`config.mk`:
```
export PLATFORM = sky130hd
export DESIGN_NAME = mer_top
export DESIGN_NICKNAME = d
export VERILOG_FILES = /design/src/common/mer_pkg.sv /design/src/hdl/mer_top.sv
export VERILOG_INCLUDE_DIRS = /design/src /design/src/common
export SDC_FILE = /design/constraint.sdc
export NUM_CORES = 1
export LEC_CHECK = 0
export BUFFER_PORTS_ARGS = -buffer_cell sky130_fd_sc_hd__buf_2
export CAP_MARGIN = 10
export CORE_MARGIN = 2
export CORE_UTILIZATION = 30
export DETAILED_ROUTE_END_ITERATION = 6
export SYNTH_ARGS = -nofsm -noshare
export SYNTH_HDL_FRONTEND = slang
export SYNTH_SLANG_ARGS = --single-unit
```
`constraint.sdc`:
```
create_clock -name i_clk -period 4.6 [get_ports i_clk]
set_clock_uncertainty 0.2 [all_clocks]
set_input_delay 0.92 -clock i_clk [delete_from_list [all_inputs] [get_ports i_clk]]
set_output_delay 0.92 -clock i_clk [all_outputs]
set_load 0.03 [all_outputs]
```
`src/common/mer_defines.svh`:
```
`ifndef MER_DEFINES_SVH
`define MER_DEFINES_SVH

// register map, byte addresses on the 32-bit bus
`define MER_AW 12
`define MER_OFS_CTRL 12'h000
`define MER_OFS_STAT 12'h004
`define MER_OFS_CNT 12'h008
`define MER_OFS_LAST 12'h00c
`define MER_CTRL_EN_BIT 0
`define MER_CTRL_RST 1'b1
`define MER_RESP_OKAY 2'h0
`define MER_RESP_SLVERR 2'h2

// exception causes
`define MER_EXC_NONE 8'h00
`define MER_EXC_FUNC 8'h01
`define MER_EXC_ADDR 8'h02
`define MER_EXC_FMT 8'h03
`define MER_EXC_RANGE 8'h21
`define MER_EXC_DENIED 8'h22
`define MER_EXC_RDONLY 8'h23
`define MER_EXC_FLAG 8'h80

// reply frame
`define MER_IDX_ADDR 3'h0
`define MER_IDX_FUNC 3'h1
`define MER_IDX_CODE 3'h2
`define MER_IDX_CRCL 3'h3
`define MER_IDX_CRCH 3'h4
`define MER_CRC_INIT 16'hffff
`define MER_CRC_POLY 16'ha001

`endif

```
`src/common/mer_pkg.sv`:
```
package mer_pkg;

   typedef enum logic {MER_IDLE, MER_SEND} mer_state_t;

   // one decoded query from the front end
   typedef struct packed {
      logic [7:0] slave_addr;
      logic [7:0] func;
      logic bcast;
      logic unsup_func;
      logic bad_addr;
      logic bad_format;
      logic out_of_range;
      logic is_write;
      logic is_enter;
      logic tgt_read_only;
      logic tgt_run_locked;
      logic tgt_soft_locked;
      logic tgt_fixed_io;
      logic tgt_reset_polarity;
      logic tgt_pwd_locked;
      logic not_allowed;
   } mer_query_t;

   // drive core status levels
   typedef struct packed {
      logic running;
      logic undervoltage_state;
      logic trip_uv;
      logic autotune_on;
      logic password_set;
   } mer_drive_t;

   typedef struct packed {
      mer_state_t st;
      mer_query_t q;
      logic [7:0] cause;
      logic [2:0] idx;
      logic [15:0] crc;
      logic qry_ready;
      logic verdict_valid;
      logic verdict_ok;
      logic tx_valid;
      logic [7:0] tx_data;
      logic tx_last;
      logic en;
      logic [15:0] exc_cnt;
      logic [7:0] last_cause;
      logic aw_held;
      logic [11:0] aw_addr;
      logic w_held;
      logic [31:0] w_data;
      logic [3:0] w_strb;
      logic awready;
      logic wready;
      logic bvalid;
      logic [1:0] bresp;
      logic arready;
      logic rvalid;
      logic [31:0] rdata;
      logic [1:0] rresp;
   } mer_regs_t;

endpackage : mer_pkg

```
`src/hdl/mer_top.sv`:
```
`timescale 1ns/1ps
`include "mer_defines.svh"
// Notes on behaviour
// - faulty addressed query gets exception reply
// - never reply to broadcast queries
// - frame: address, function, cause, check
// - reply function equals query function plus 80h
// - cause code names the rejection reason
// - 01h unsupported function, 03h bad format
// - 02h for nonexistent address
// - 21h out-of-range write, register kept
// - 22h when function not permitted now
// - 22h writing run-locked register while running
// - 22h enter command under undervoltage
// - 22h writes during undervoltage trip
// - 22h writing soft-locked register
// - 22h changing fixed terminal assignment
// - 22h changing fault-clear terminal polarity
// - 22h writes while auto-tuning enabled
// - 22h password-locked register while password set
// - 23h writing read-only register or coil
module mer_top
   import mer_pkg::*;
(
   input wire logic i_clk,
   input wire logic i_sys_rst,
   input wire logic i_qry_valid,
   input wire mer_query_t i_qry,
   output logic o_qry_ready,
   input wire mer_drive_t i_drv,
   output logic o_verdict_valid,
   output logic o_verdict_ok,
   output logic [7:0] o_verdict_cause,
   output logic o_tx_valid,
   output logic [7:0] o_tx_data,
   output logic o_tx_last,
   input wire logic i_tx_ready,
   input wire logic i_awvalid,
   input wire logic [11:0] i_awaddr,
   output logic o_awready,
   input wire logic i_wvalid,
   input wire logic [31:0] i_wdata,
   input wire logic [3:0] i_wstrb,
   output logic o_wready,
   output logic o_bvalid,
   output logic [1:0] o_bresp,
   input wire logic i_bready,
   input wire logic i_arvalid,
   input wire logic [11:0] i_araddr,
   output logic o_arready,
   output logic o_rvalid,
   output logic [31:0] o_rdata,
   output logic [1:0] o_rresp,
   input wire logic i_rready
);

   mer_regs_t st_r;
   mer_regs_t st_nxt;

   // one reflected crc-16 step over a byte
   function automatic logic [15:0] crc_byte(input logic [15:0] c,
                                            input logic [7:0] d);
      logic [15:0] x;
      x = c ^ {8'h00, d};
      for (int i = 0; i < 8; i++) begin
         if (x[0]) begin
            x = (x >> 1) ^ `MER_CRC_POLY;
         end else begin
            x = x >> 1;
         end
      end
      return x;
   endfunction : crc_byte

   // cause by priority; 00h means the query is acceptable
   function automatic logic [7:0] cause_of(input mer_query_t q,
                                           input mer_drive_t d);
      logic wr;
      wr = q.is_write;
      if (q.unsup_func) begin
         return `MER_EXC_FUNC;
      end else if (q.bad_addr) begin
         return `MER_EXC_ADDR;
      end else if (q.bad_format) begin
         return `MER_EXC_FMT;
      end else if (wr && q.tgt_read_only) begin
         return `MER_EXC_RDONLY;
      end else if (q.not_allowed) begin
         return `MER_EXC_DENIED;
      end else if (wr && q.tgt_run_locked && d.running) begin
         return `MER_EXC_DENIED;
      end else if (q.is_enter && d.undervoltage_state) begin
         return `MER_EXC_DENIED;
      end else if (wr && d.trip_uv) begin
         return `MER_EXC_DENIED;
      end else if (wr && q.tgt_soft_locked) begin
         return `MER_EXC_DENIED;
      end else if (wr && q.tgt_fixed_io) begin
         return `MER_EXC_DENIED;
      end else if (wr && q.tgt_reset_polarity) begin
         return `MER_EXC_DENIED;
      end else if (wr && d.autotune_on) begin
         return `MER_EXC_DENIED;
      end else if (wr && q.tgt_pwd_locked && d.password_set) begin
         return `MER_EXC_DENIED;
      end else if (wr && q.out_of_range) begin
         return `MER_EXC_RANGE;
      end
      return `MER_EXC_NONE;
   endfunction : cause_of

   logic take;
   logic [7:0] cause_now;
   logic tx_fire;
   logic frame_done;
   logic wr_fire;
   logic cnt_clr;
   logic [15:0] crc_next;

   assign take = i_qry_valid && st_r.qry_ready;
   assign cause_now = cause_of(i_qry, i_drv);
   assign tx_fire = st_r.tx_valid && i_tx_ready;
   assign frame_done = tx_fire && st_r.idx == `MER_IDX_CRCH;
   assign wr_fire = st_r.aw_held && st_r.w_held && !st_r.bvalid;
   assign cnt_clr = wr_fire && st_r.aw_addr == `MER_OFS_CNT;
   assign crc_next = crc_byte(st_r.crc, st_r.tx_data);

   always_comb begin
      st_nxt = st_r;
      st_nxt.verdict_valid = 1'b0;

      // query check and reply framing
      case (st_r.st)
         MER_IDLE: begin
            if (take) begin
               st_nxt.q = i_qry;
               st_nxt.cause = cause_now;
               st_nxt.verdict_valid = 1'b1;
               // write commit for any clean query, whether or not replies are enabled
               st_nxt.verdict_ok = cause_now == `MER_EXC_NONE;
               if (cause_now != `MER_EXC_NONE && !i_qry.bcast &&
                   st_r.en) begin
                  st_nxt.st = MER_SEND;
                  st_nxt.idx = `MER_IDX_ADDR;
                  st_nxt.crc = `MER_CRC_INIT;
                  st_nxt.tx_valid = 1'b1;
                  st_nxt.tx_data = i_qry.slave_addr;
                  st_nxt.tx_last = 1'b0;
               end
            end
         end
         MER_SEND: begin
            if (tx_fire) begin
               st_nxt.idx = 3'(st_r.idx + 3'h1);
               case (st_r.idx)
                  `MER_IDX_ADDR: begin
                     st_nxt.crc = crc_next;
                     st_nxt.tx_data = st_r.q.func | `MER_EXC_FLAG;
                  end
                  `MER_IDX_FUNC: begin
                     st_nxt.crc = crc_next;
                     st_nxt.tx_data = st_r.cause;
                  end
                  `MER_IDX_CODE: begin
                     st_nxt.crc = crc_next;
                     st_nxt.tx_data = crc_next[7:0];
                  end
                  `MER_IDX_CRCL: begin
                     st_nxt.tx_data = st_r.crc[15:8];
                     st_nxt.tx_last = 1'b1;
                  end
                  default: begin
                     st_nxt.st = MER_IDLE;
                     st_nxt.tx_valid = 1'b0;
                     st_nxt.tx_last = 1'b0;
                  end
               endcase
            end
         end
         default: begin
            st_nxt.st = MER_IDLE;
            st_nxt.tx_valid = 1'b0;
         end
      endcase
      st_nxt.qry_ready = st_nxt.st == MER_IDLE;

      // exception counter: a new event with a software clear in one cycle leaves the count at 1
      if (take && cause_now != `MER_EXC_NONE) begin
         st_nxt.last_cause = cause_now;
         st_nxt.exc_cnt = cnt_clr ? 16'h0001 : 16'(st_r.exc_cnt + 16'h0001);
      end else if (cnt_clr) begin
         st_nxt.exc_cnt = 16'h0000;
      end

      // axi4-lite write side
      if (i_awvalid && st_r.awready) begin
         st_nxt.aw_held = 1'b1;
         st_nxt.aw_addr = i_awaddr;
      end
      if (i_wvalid && st_r.wready) begin
         st_nxt.w_held = 1'b1;
         st_nxt.w_data = i_wdata;
         st_nxt.w_strb = i_wstrb;
      end
      if (wr_fire) begin
         st_nxt.aw_held = 1'b0;
         st_nxt.w_held = 1'b0;
         st_nxt.bvalid = 1'b1;
         st_nxt.bresp = `MER_RESP_OKAY;
         case (st_r.aw_addr)
            `MER_OFS_CTRL: begin
               if (st_r.w_strb[0]) begin
                  st_nxt.en = st_r.w_data[`MER_CTRL_EN_BIT];
               end
            end
            `MER_OFS_STAT, `MER_OFS_CNT, `MER_OFS_LAST: begin
            end
            default: begin
               st_nxt.bresp = `MER_RESP_SLVERR;
            end
         endcase
      end
      if (st_r.bvalid && i_bready) begin
         st_nxt.bvalid = 1'b0;
      end
      st_nxt.awready = !st_nxt.aw_held;
      st_nxt.wready = !st_nxt.w_held;

      // axi4-lite read side
      if (i_arvalid && st_r.arready) begin
         st_nxt.rvalid = 1'b1;
         st_nxt.rresp = `MER_RESP_OKAY;
         st_nxt.rdata = 32'h0000_0000;
         case (i_araddr)
            `MER_OFS_CTRL: st_nxt.rdata[`MER_CTRL_EN_BIT] = st_r.en;
            `MER_OFS_STAT: st_nxt.rdata[0] = st_r.st == MER_SEND;
            `MER_OFS_CNT: st_nxt.rdata[15:0] = st_r.exc_cnt;
            `MER_OFS_LAST: st_nxt.rdata[7:0] = st_r.last_cause;
            default: st_nxt.rresp = `MER_RESP_SLVERR;
         endcase
      end else if (st_r.rvalid && i_rready) begin
         st_nxt.rvalid = 1'b0;
      end
      st_nxt.arready = !st_nxt.rvalid;
   end

   always_ff @(posedge i_clk or posedge i_sys_rst) begin
      if (i_sys_rst) begin
         st_r <= '0;
         st_r.st <= MER_IDLE;
         st_r.qry_ready <= 1'b1;
         st_r.en <= `MER_CTRL_RST;
         st_r.crc <= `MER_CRC_INIT;
         st_r.awready <= 1'b1;
         st_r.wready <= 1'b1;
         st_r.arready <= 1'b1;
      end else begin
         st_r <= st_nxt;
      end
   end

   assign o_qry_ready = st_r.qry_ready;
   assign o_verdict_valid = st_r.verdict_valid;
   assign o_verdict_ok = st_r.verdict_ok;
   assign o_verdict_cause = st_r.cause;
   assign o_tx_valid = st_r.tx_valid;
   assign o_tx_data = st_r.tx_data;
   assign o_tx_last = st_r.tx_last;
   assign o_awready = st_r.awready;
   assign o_wready = st_r.wready;
   assign o_bvalid = st_r.bvalid;
   assign o_bresp = st_r.bresp;
   assign o_arready = st_r.arready;
   assign o_rvalid = st_r.rvalid;
   assign o_rdata = st_r.rdata;
   assign o_rresp = st_r.rresp;
endmodule : mer_top

```
### Word-level counts from Yosys, hierarchy flattened

Cells that the tools add are included.

* register bits after elaboration: 171
* latch bits: 0
* bits in writable memories: 0
* memory bits (read-only): 0
* bits of input ports: 104
* output and inout port bits: 62
* logic and storage cells: 189
* memories kept: 0

* $add $sub $neg: 2
* $mul: 0
* div/mod/pow operators: 0
* magnitude comparators: 0
* equal/unequal tests: 16
* shift-type cells: 0
* mux-type cells: 70
* bitwise operators: 11
* reductions and logical operators: 48

Operators with widths (number)
* two-way mux 16 bit: 12
* two-way mux 8 bit: 16
* two-way mux 58 bit: 1
* == test 12 x 4 -> 1 bit (second input constant): 4
* two-way mux 19 bit: 2
* case mux 19 bit (2 select lines): 1
* two-way mux 37 bit: 1
* case mux 8 bit (4 select lines): 1
* logical AND 1 bit: 25
* == test 12 x 3 -> 1 bit (second input constant): 2
* zero test 12 bit: 2
* NOT 2 -> 3 bit: 8
* two-way mux 1 bit: 23
* two-way mux 10 bit: 2
* case mux 10 bit (2 select lines): 1
* adder 16 x 1 -> 16 bit (second input constant): 1
* AND reduction 4 bit: 4
* bitwise XOR 16 x 8 -> 16 bit: 1
* case mux 7 bit (2 select lines): 1
* two-way mux 13 bit: 1
* two-way mux 12 bit: 1
* OR reduction 4 bit: 3
* inequality test 2 bit (second input constant): 5
* zero test 8 bit: 1
* other kinds (17): 28

### Logic depth before layout (Yosys ltp)

Gate-level depths: netlist (run 1).

* depth after elaboration: 23
* gate-level depth with buffers: 9
* mapped depth without buffers: 9

### Least setup slack after synthesis (run 1)

Ideal clock, no wire load.

* path kind: input to register
* start: input i_qry[7] (netlist bit)
* end: register st_r[143] (netlist bit)
* setup time: 0.082 ns
* data arrival time: 2.601 ns
* data required time: 4.318 ns
* path slack: 1.717 ns
* stages on the path: 7
* path through: a21oi_1 nor2_1 o311ai_1 a211o_1 a21boi_1 buf_2 mux2_2

* word-level cells in the longest chain between the ends: 14
* elaborated cells between the ends (all ways): 21
* classes of those cells: eq/ne: 1; mux: 15; reduce/logical: 5

RTL lines
* start: declaration: line mer_top.sv:28 `input wire mer_query_t i_qry,`
* logical AND 1 bit *: line mer_top.sv:92 `end else if (q.is_enter && d.undervoltage_state) begin`
* two-way mux 8 bit / two-way mux 1 bit (equally long branches): line mer_top.sv:92
* two-way mux 8 bit / two-way mux 1 bit (equally long branches): line mer_top.sv:90 `end else if (wr && q.tgt_run_locked && d.running) begin`
* two-way mux 8 bit / two-way mux 1 bit (equally long branches): line mer_top.sv:88 `end else if (q.not_allowed) begin`
* two-way mux 8 bit / two-way mux 1 bit (equally long branches): line mer_top.sv:86 `end else if (wr && q.tgt_read_only) begin`
* two-way mux 8 bit / two-way mux 1 bit (equally long branches): line mer_top.sv:84 `end else if (q.bad_format) begin`
* two-way mux 8 bit / two-way mux 1 bit (equally long branches): line mer_top.sv:82 `end else if (q.bad_addr) begin`
* two-way mux 8 bit / two-way mux 1 bit (equally long branches): line mer_top.sv:80 `if (q.unsup_func) begin`
* two-way mux 8 bit *: line mer_top.sv:109 `` return `MER_EXC_NONE; ``
* nonzero test 8 bit (no source line) *
* logical AND 1 bit * (2 in a row): line mer_top.sv:141 `` if (cause_now != `MER_EXC_NONE && !i_qry.bcast && ``
* inequality test 2 bit (no source line) *
* AND reduction 4 bit (no source line) *
* end signal: assignment: line mer_top.sv:258 `st_r <= st_nxt;`
* end: declaration: line mer_top.sv:57 `mer_regs_t st_r;`

Every way passes the cells marked *; elsewhere a longest branch is shown, timed or not.
A chain may end at the register's enable or synchronous reset.

### Final worst setup path (run 1)

Ends and elaborated chain as after synthesis.

==> flow_metrics.tcl, run 1 <==
set metrics [dict create \
    synth_top_family_by_area "simple AND/OR/NAND/NOR gates" \
    r2r_cells 7 \
    synth_top_area_share_pct 38.0 \
    end_kind "register" \
    grt_pass1_vias 3674 \
    post-dp-hpwl_um 8900 \
    grt_pass1_wl_um 19700 \
    wl_met1_um 5800 \
    p_leak_uw 0.00294 \
    vdd_drop_max_mv 0.332 \
    start_util_pct 30.8 \
    hp-class "reg -> reg" \
    overflow 0 \
    critPathRequiredTime_ns 4.69 \
    fin_ws_ns 1.52 \
    die_x_um 137 \
    totalWireLength_um 12200 \
    ys_ff_latch 102 \
    gr-usage-all-layers_pct 13.6 \
    yosys.area_share.xor_xnor_pct 6.77 \
    insertion_delay_ns 0.36 \
    crit_fanout 29 \
    cts_buffer_depth 2 \
    period_needed_ns 3.08 \
    outcome "complete, no violations" \
    vias 3947 \
    die-area_um2 18900 \
    fillers 1757 \
    worstSetupPathType "in -> reg" \
    area_delta_synth_final_pct 14.8 \
    place_inst 824 \
    arrival_ns 3.17 \
    yosys-top-cells-area "dfrtp_1 38%, dfstp_2 10%, buf_4 7.5%, nand2_1 4.4%, xnor2_1 4.1%" \
    max_freq_ghz 0.324 \
    avgSynthCellArea_um2 9.96 \
    synth_cells 536 \
    port_buffers 107 \
    clk_transition_reported_paths_ns 0.08 \
    routedWlPerCell_um 14.5 \
    yosys-mux-area-fraction_pct 4.76 \
    synth-main-ff-cell "dfrtp_1" \
    cts_root_buffer "clkbuf_16" \
    cp_slowest_cell "o311ai_1" \
    io-pin-count 166 \
    rsz0062_at_grt "no" \
    cts_max_level 3 \
    core_um2 17400 \
    synthAdderAreaFrac_pct 1.41 \
    yosysWarnings 0 \
    synth-compound-area-share_pct 13.9 \
    placementRows 48 \
    tritoncts "yes" \
    globalplace.congestion 0.809 \
    seq_area_um2 2580 \
    post_cts_resize_count 0 \
    crit_chain "buf_2, a21oi_1, nor2_1, o311ai_1, a211o_1, a21boi_2, buf_4, mux2_2" \
    multi_input_area_um2 2310 \
    firstDrtPassIters 5 \
    yosysSeqAreaShare_pct 48.3 \
    slew_headroom_pct 42.2 \
    finalCritPeriodShare_pct 67.0 \
    setup_viol 0 \
    nNetsFinal 720 \
    clock-sinks 102 \
    cp-start-kind "primary input" \
    instances_no_fill 841 \
    grt_max_degree 69 \
    critPathMaxStageDelay_ns 0.62 \
    cts_made_buffers 9 \
    fin_setup_tns_ns 0 \
    p_per_area_nw_per_um2 404 \
    hold_path_depth 2 \
    hold_viol_final 0 \
    drtAntennaViolNets 0 \
    wl_met3_um 677 \
    yosys.area_share.simple_pct 14.7 \
    synth_edf_count 0 \
    cts_setup_buffers 0 \
    fp.dieH_um 137 \
    top_layer_used "met5" \
    synth_area_um2 5340 \
    wl_met2_um 5450 \
    via_per_inst 4.69 \
    cts_hold_buf 0 \
    place_ws_ns 1.15 \
    maxCapViolCount 0 \
    async_flop_share_pct 100 \
    drc 0 \
    tightest_slew_ns 0.866 \
    drt_iter0_markers 206 \
    grt_antenna_before_repair 2 \
    drive_above_1_share_pct 29.1 \
    slew_violations 0 \
    yosysTopAreaCell "dfrtp_1" \
    synth_cell_types 52 \
]
## sequential cells by signal, indices dropped and copies added, names as in the netlist
register         flops
o_rvalid             1
o_verdict_ok         1
o_tx_data            8
o_arready            1
o_qry_ready          1
o_tx_last            1
o_wready             1
o_bvalid             1
o_tx_valid           1
o_rresp              1
o_rdata             16
st_r                63
o_verdict_cause      3
o_awready            1
o_bresp              1
o_verdict_valid      1
## cells in the mapped netlist, drive strengths merged (2+ instances only)
master,number
a22o,15
and4,2
nand3,17
ha,6
or3,2
inv,16
o21a,2
a21o,12
mux2i,4
a211oi,10
a31oi,2
and3,4
a22oi,5
nor4,6
clkbuf,15
nor2b,4
or4,3
xnor2,28
nor3b,6
nor3,10
mux2,17
buf,58
nand4,4
o31ai,2
nand3b,2
xor2,8
nand2,62
o21ai,29
dfstp,21
a211o,2
nor2,36
a21oi,26
dfrtp,81
nand2b,4
and2,3
## per-stage QoR
| stage | power, uW | hold WS, ns | util, % | instance area (um2) |
|---|---|---|---|---|
| global placement | 1720 | 0.258 | 33.6 | 5830 |
| detailed placement | 1730 | 0.261 | 33.6 | 5830 |
| global route | 2640 | 0.285 | 35.3 | 6130 |
| finish | 2480 | 0.269 | 35.3 | 6130 |
| CTS | 2510 | 0.272 | 35.3 | 6130 |
| floorplan | 1590 | 0.245 | - | 5420 |
## cells by family after synthesis
family / after synthesis
mux: 22
other cells: 1
fa+ha+maj: 6
compound gates: 112
buf+inv: 89
xor+xnor: 37
flops: 102
simple gates: 167
## layout by cell type, fill, tap and decap left out, drive strengths merged, types with 5 or more instances in the layout
cell type | Yosys | routed
mux2 | 17 | 17
nor4 | 6 | 6
conb | 1 | 23
a211oi | 10 | 10
nor2 | 36 | 36
clkbuf | 15 | 9
nand2 | 62 | 62
xor2 | 8 | 8
xnor2 | 28 | 28
nor3 | 10 | 10
inv | 16 | 19
a22oi | 5 | 5
a21o | 12 | 12
a22o | 15 | 15
a21oi | 26 | 26
nor3b | 6 | 6
dfstp | 21 | 21
buf | 58 | 114
ha | 6 | 6
o21ai | 29 | 29
dfrtp | 81 | 81
nand3 | 17 | 17
## worst max-delay path, delay by kind of cell
kind                   cells  cell delay (ns)
AOI/OAI and AO/OA          4             1.41
and+or+nand+nor            1             0.07
buffers and inverters      2             0.40
muxes                      1             0.37
## cell type report
| type | instances | share of cell area, % |
|---|---|---|
| Clock inverter | 7 | 1.25 |
| Antenna cell | 1 | 0.0408 |
| Inverter | 16 | 1.02 |
| Tap cell | 225 | 4.59 |
| Clock buffer | 9 | 3.67 |
| Multi-Input combinational cell | 367 | 37.8 |
| Timing Repair Buffer | 114 | 9.59 |
| Sequential cell | 102 | 42.1 |
## power breakdown
| part | switching (uW) | internal (uW) | total (uW) |
|---|---|---|---|
| Combinational | 324 | 225 | 549 |
| Sequential | 105 | 1050 | 1160 |
| Clock | 387 | 387 | 774 |
## final timing paths
path / start / slack [ns] / to
worst max-delay path: i_qry[7] / 1.52 / st_r[143]
worst max register to register: o_qry_ready / 1.85 / st_r[138]
worst min-delay path: st_r[134] / 0.27 / st_r[134]
min in group asynchronous: i_sys_rst / 0.54 / st_r[85]
max in group asynchronous: i_sys_rst / 2.79 / o_arready
worst min register to register: st_r[134] / 0.27 / st_r[134]
## per-layer routing
metal	global-route usage, %	vias to the layer above
met5	0	-
met3	2.80	18
met4	6.36	2
li1	-	1934
met2	20.3	105
met1	18.8	1888
Power figures use the tool's default switching activity.
==> run 2: changes to the inputs <==
==> constraint.sdc (replaced) <==
create_clock -name i_clk -period 2.85 [get_ports i_clk]
set_clock_uncertainty 0.2 [all_clocks]
set_input_delay 0.57 -clock i_clk [delete_from_list [all_inputs] [get_ports i_clk]]
set_output_delay 0.57 -clock i_clk [all_outputs]
set_load 0.03 [all_outputs]
==> run 2 against run 1 <==
Against the previous run: global-route usage fell by 0.21 points; final area rose by 2.4%; final cell count rose by 1.9%; routed wire length fell by 0.32%; worst hold slack got worse by 0.11 ns; non-clock buffer count rose by 17; largest cell class unchanged; largest power group unchanged.
==> flow_metrics.tcl, run 2 (synthesized netlist as in run 1, its figures left out) <==
set metrics [dict create \
    outcome "complete, no violations" \
    critPathMaxStageDelay_ns 0.54 \
    largest_reg_flops 63 \
    via_per_inst 4.61 \
    routedWlPerCell_um 14.2 \
    design_area_um2 6270 \
    firstDrtPassIters 4 \
    r2r_cells 7 \
    start_util_pct 30.8 \
    drive_above_1_share_pct 30.9 \
    cp-start-kind "register" \
    cts_max_level 3 \
    drt_iter0_markers 185 \
    cp_slowest_cell "dfstp_2" \
    ff2ff_setup_slack_ns 0.40 \
    totalWireLength_um 12200 \
    vias 3951 \
    end_kind "register" \
    vdd_drop_max_mv 0.297 \
    post-dp-hpwl_um 8860 \
    insertion_delay_ns 0.35 \
    cts_hold_buf 0 \
    globalplace.congestion 0.834 \
    tightest_slew_ns 0.673 \
    fin_setup_tns_ns 0 \
    gr-usage-all-layers_pct 13.4 \
    hp-class "in -> async" \
    placed_cell_area_um2 5990 \
    grt_antenna_before_repair 1 \
    crit_chain "xnor2_1, xnor2_2, xnor3_2, xor2_1, nand3_1, a21o_1, a31oi_1" \
    drc 0 \
    tritoncts "yes" \
    holdWs_ns 0.161 \
    finalCritPeriodShare_pct 86.1 \
    cts_made_buffers 9 \
    cts_buffer_depth 2 \
    port_buffers 107 \
    hold_viol_final 0 \
    overflow 0 \
    maxCapViolCount 0 \
    critPathRequiredTime_ns 2.92 \
    final_cell_mix "107 x buf_2, 81 x dfrtp_1, 62 x nand2_1" \
    slew_headroom_pct 55.2 \
    crit-reg2reg-launch "st_r[134]" \
    setup_viol 0 \
    p_leak_uw 0.00302 \
    grt_pass1_wl_um 19600 \
    instances_no_fill 857 \
    crit_fanout 4 \
    cts_setup_buffers 0 \
    area_delta_synth_final_pct 17.5 \
    place_ws_ns 0.169 \
    post_cts_resize_count 0 \
    rsz0062_at_grt "no" \
    die-area_um2 18900 \
    grt_pass1_vias 3757 \
    place_inst 841 \
    final_common_cell "buf_2" \
    clock-sinks 102 \
    io-pin-count 166 \
    drtAntennaViolNets 0 \
    slew_violations 0 \
    nNetsFinal 737 \
    fin_ws_ns 0.395 \
    arrival_ns 2.52 \
    cts_root_buffer "clkbuf_16" \
    regMostFlops "st_r" \
    fp.dieH_um 137 \
    grt_max_degree 103 \
    worst_path_dominant_cell_family "XOR/XNOR gates" \
    core_um2 17400 \
    regToRegEndpoint "o_tx_data[0]" \
    placementRows 48 \
    p_per_area_nw_per_um2 634 \
    die_x_um 137 \
    worstSetupPathType "reg -> reg" \
    crit_buf_inv 0 \
    diodes 0 \
    max_freq_ghz 0.407 \
    fillers 1782 \
    clk_transition_reported_paths_ns 0.07 \
    period_needed_ns 2.45 \
]
run 2: worst max path at each step:
stage | start | to | slack [ns] | cells after the start
4_1_cts | st_r[134] | o_tx_data[0] | 0.39 | 7
2_1_floorplan | i_qry[7] | st_r[143] | 0.32 | 7
5_1_grt | st_r[134] | st_r[129] | 0.24 | 7
3_3_place_gp | i_qry[3] | st_r[143] | 0.18 | 8
6_report | st_r[134] | o_tx_data[0] | 0.40 | 7
3_5_place_dp | i_qry[7] | st_r[144] | 0.17 | 9
run 2: through the flow:
step / total power [uW] / utilization, %
floorplan: 2570 / -
global placement: 2800 / 34.5
detailed placement: 2820 / 34.5
CTS: 4040 / 36.2
global route: 4230 / 36.2
finish: 3980 / 36.2
run 2: tightest hold or removal path: cells and delay by family:
family,cells,cell delay [ns]
buffers and inverters,3,0.58
run 2: layer usage:
| layer | up-vias | routed length, um | track usage (%) |
|---|---|---|---|
| met5 | - | 12 | 0 |
| met4 | 2 | 235 | 5.10 |
| met3 | 16 | 598 | 3.13 |
| met2 | 95 | 5460 | 19.6 |
| met1 | 1862 | 5870 | 19.0 |
| li1 | 1976 | - | - |
run 2: final cells by class:
| type | instances | area (um2) | share of cell area [%] |
|---|---|---|---|
| flip-flops and latches | 102 | 2580 | 41.1 |
| multi-input cells | 367 | 2310 | 36.9 |
| repair buffers | 131 | 753 | 12.0 |
| well taps | 225 | 282 | 4.49 |
| clock buffers | 9 | 225 | 3.59 |
| inverters | 16 | 63.8 | 1.02 |
| clock inverters | 7 | 57.6 | 0.917 |
run 2: power by group:
group	leakage, uW	total (uW)	switching (uW)	internal (uW)
Clock	0.000136	1190	583	606
Combinational	0.00163	917	526	391
Sequential	0.00125	1870	173	1700
Total	0.00302	3980	1280	2690
==> run 3: changes to the inputs <==
==> constraint.sdc (replaced) <==
create_clock -name i_clk -period 2.2 [get_ports i_clk]
set_clock_uncertainty 0.2 [all_clocks]
set_input_delay 0.44 -clock i_clk [delete_from_list [all_inputs] [get_ports i_clk]]
set_output_delay 0.44 -clock i_clk [all_outputs]
set_load 0.03 [all_outputs]
==> run 3 against run 2 <==
Against the previous run: non-clock buffer count rose by 36; via count rose by 4.8%; final area rose by 8.3%; sequential share of layout area shrank 3.1 points; clock power rose by 41%; critical path type unchanged; critical endpoint is now st_r[144]; flip-flop and latch count unchanged; sequential power increased by 30%; power grew 37%; utilization increased by 3.0 points; the run now ends with setup timing left; first-iteration DRC count is 1.6% higher; critical path depth unchanged; worst hold slack got worse by 0.097 ns.
==> flow_metrics.tcl, run 3 (synthesized netlist as in run 1, its figures left out) <==
set metrics [dict create \
    crit_chain "xnor2_2, xnor2_2, xnor3_2, buf_4, xor2_1, nand2_1, mux2_2" \
    drive_above_1_share_pct 38.0 \
    regToRegEndpoint "st_r[144]" \
    p_switching_uw 1740 \
    placementRows 48 \
    drt_iter0_markers 188 \
    fillers 1747 \
    grt_antenna_before_repair 0 \
    slew_violations 0 \
    finalPower_uw 5460 \
    grt_max_degree 55 \
    globalplace.congestion 0.785 \
    crit-reg2reg-launch "st_r[132]" \
    crit_fanout 3 \
    final_cell_mix "107 x buf_2, 81 x dfrtp_1, 61 x nand2_1" \
    insertion_delay_ns 0.35 \
    nNetsFinal 773 \
    area_delta_synth_final_pct 27.2 \
    p_per_area_nw_per_um2 803 \
    critPathMaxStageDelay_ns 0.56 \
    holdWs_ns 0.0637 \
    grt_pass1_vias 3988 \
    routedWlPerCell_um 14.1 \
    hp-class "in -> reg" \
    cp_slowest_cell "dfstp_2" \
    drc 0 \
    crit_buf_inv 1 \
    worstSetupPathType "reg -> reg" \
    max_freq_ghz 0.442 \
    largest_reg_flops 63 \
    hold_path_depth 2 \
    gr-usage-all-layers_pct 14.1 \
    placed_cell_area_um2 6380 \
    multi_input_area_um2 2480 \
    tightest_slew_ns 0.640 \
    cts_root_buffer "clkbuf_16" \
    tritoncts "yes" \
    ff2ff_setup_slack_ns -0.06 \
    p_leak_uw 0.00324 \
    hold_path_end "o_bvalid" \
    crit_top_cell "xnor2_2" \
    r2r_cells 7 \
    cts_buffer_depth 2 \
    rsz0062_at_grt "yes" \
    io-pin-count 166 \
    firstDrtPassIters 5 \
    totalWireLength_um 12600 \
    violations "setup timing" \
    clockPowerShare_pct 30.9 \
    die_x_um 137 \
    outcome "finished with violations" \
    fin_ws_ns -0.0609 \
    start_util_pct 30.8 \
    via_per_inst 4.64 \
    diodes 0 \
    hold_viol_final 0 \
    worst_hold_startpoint "i_bready" \
    seq_power_share_pct 44.6 \
    period_needed_ns 2.26 \
    regMostFlops "st_r" \
    fp.dieH_um 137 \
    clk_transition_reported_paths_ns 0.08 \
    seq_area_um2 2580 \
    p_sw_share_pct 31.9 \
    maxCapViolCount 0 \
    cp-start-kind "register" \
    p_int_uw 3710 \
    clock-sinks 102 \
    combPwrFrac_pct 24.5 \
    fin_setup_tns_ns -0.106 \
    end_kind "register" \
    cts_max_level 3 \
    final_common_cell "buf_2" \
    cts_made_buffers 9 \
    vias 4142 \
    worst_path_dominant_cell_family "XOR/XNOR gates" \
    arrival_ns 2.34 \
    die-area_um2 18900 \
    setup_viol 2 \
    drtAntennaViolNets 0 \
    overflow 0 \
    port_buffers 107 \
    place_ws_ns -0.243 \
    design_area_um2 6790 \
    critPathRequiredTime_ns 2.28 \
    grt_pass1_wl_um 20600 \
    vdd_drop_max_mv 0.546 \
    finalCritPeriodShare_pct 103 \
    slew_headroom_pct 57.3 \
    post-dp-hpwl_um 9350 \
    core_um2 17400 \
]
==> run 3: worst reg2reg max path: stages, from the launching register on <==
cell     delay (ns)
dfstp_2        0.56
xnor2_2        0.15
xnor2_2        0.16
xnor3_2        0.50
buf_4          0.16
xor2_1         0.13
nand2_1        0.07
mux2_2         0.27
==> run 3: layout make-up <==
| class | count | share of cell area [%] |
|---|---|---|
| Sequential cell | 102 | 38.0 |
| Timing Repair Buffer | 167 | 15.9 |
| Multi-Input combinational cell | 367 | 36.5 |
| Clock inverter | 6 | 1.16 |
| Clock buffer | 10 | 3.37 |
| Inverter | 16 | 0.939 |
| Tap cell | 225 | 4.14 |
==> run 3: power groups by stage <==
stage	logic, uW	registers, uW	clock network, uW
after floorplan	890	2460	0
after global placement	1310	2450	0
after CTS	1340	2420	1740
after global routing	1480	2480	1800
final	1340	2430	1680
after detailed placement	1320	2450	0
==> run 3: repair_timing <==
action                     4_1_cts  5_1_grt
resized for setup                1       14
buffers inserted                 0        1
hold endpoints to repair        13        0
pin swaps                        4        3
hold buffers                     1        0
setup endpoints to repair        3       12
==> run 3: through the flow <==
stage	instances	utilization, %
floorplan	558	-
global placement	875	36.8
detailed placement	875	36.8
CTS	892	38.7
global route	893	39.1
finish	893	39.1
==> run 3: worst max-delay path by stage <==
stage,endpoint,cells past startpoint,from
after floorplan,o_tx_data[1],8,o_qry_ready
after global placement,st_r[138],10,i_qry[7]
after detailed placement,st_r[138],10,i_qry[7]
after CTS,st_r[129],7,st_r[129]
after global routing,st_r[129],7,st_r[132]
final,st_r[144],7,st_r[132]
==> run 3: routing by layer <==
layer | wire, um | vias to the layer above | track usage (%) | share of wire, %
met5 | 0 | - | 0 | 0
met4 | 130 | 0 | 3.26 | 1.0
met2 | 5950 | 94 | 23.0 | 47
met1 | 5960 | 1999 | 18.9 | 47
li1 | - | 2042 | - | -
met3 | 539 | 7 | 3.31 | 4.3
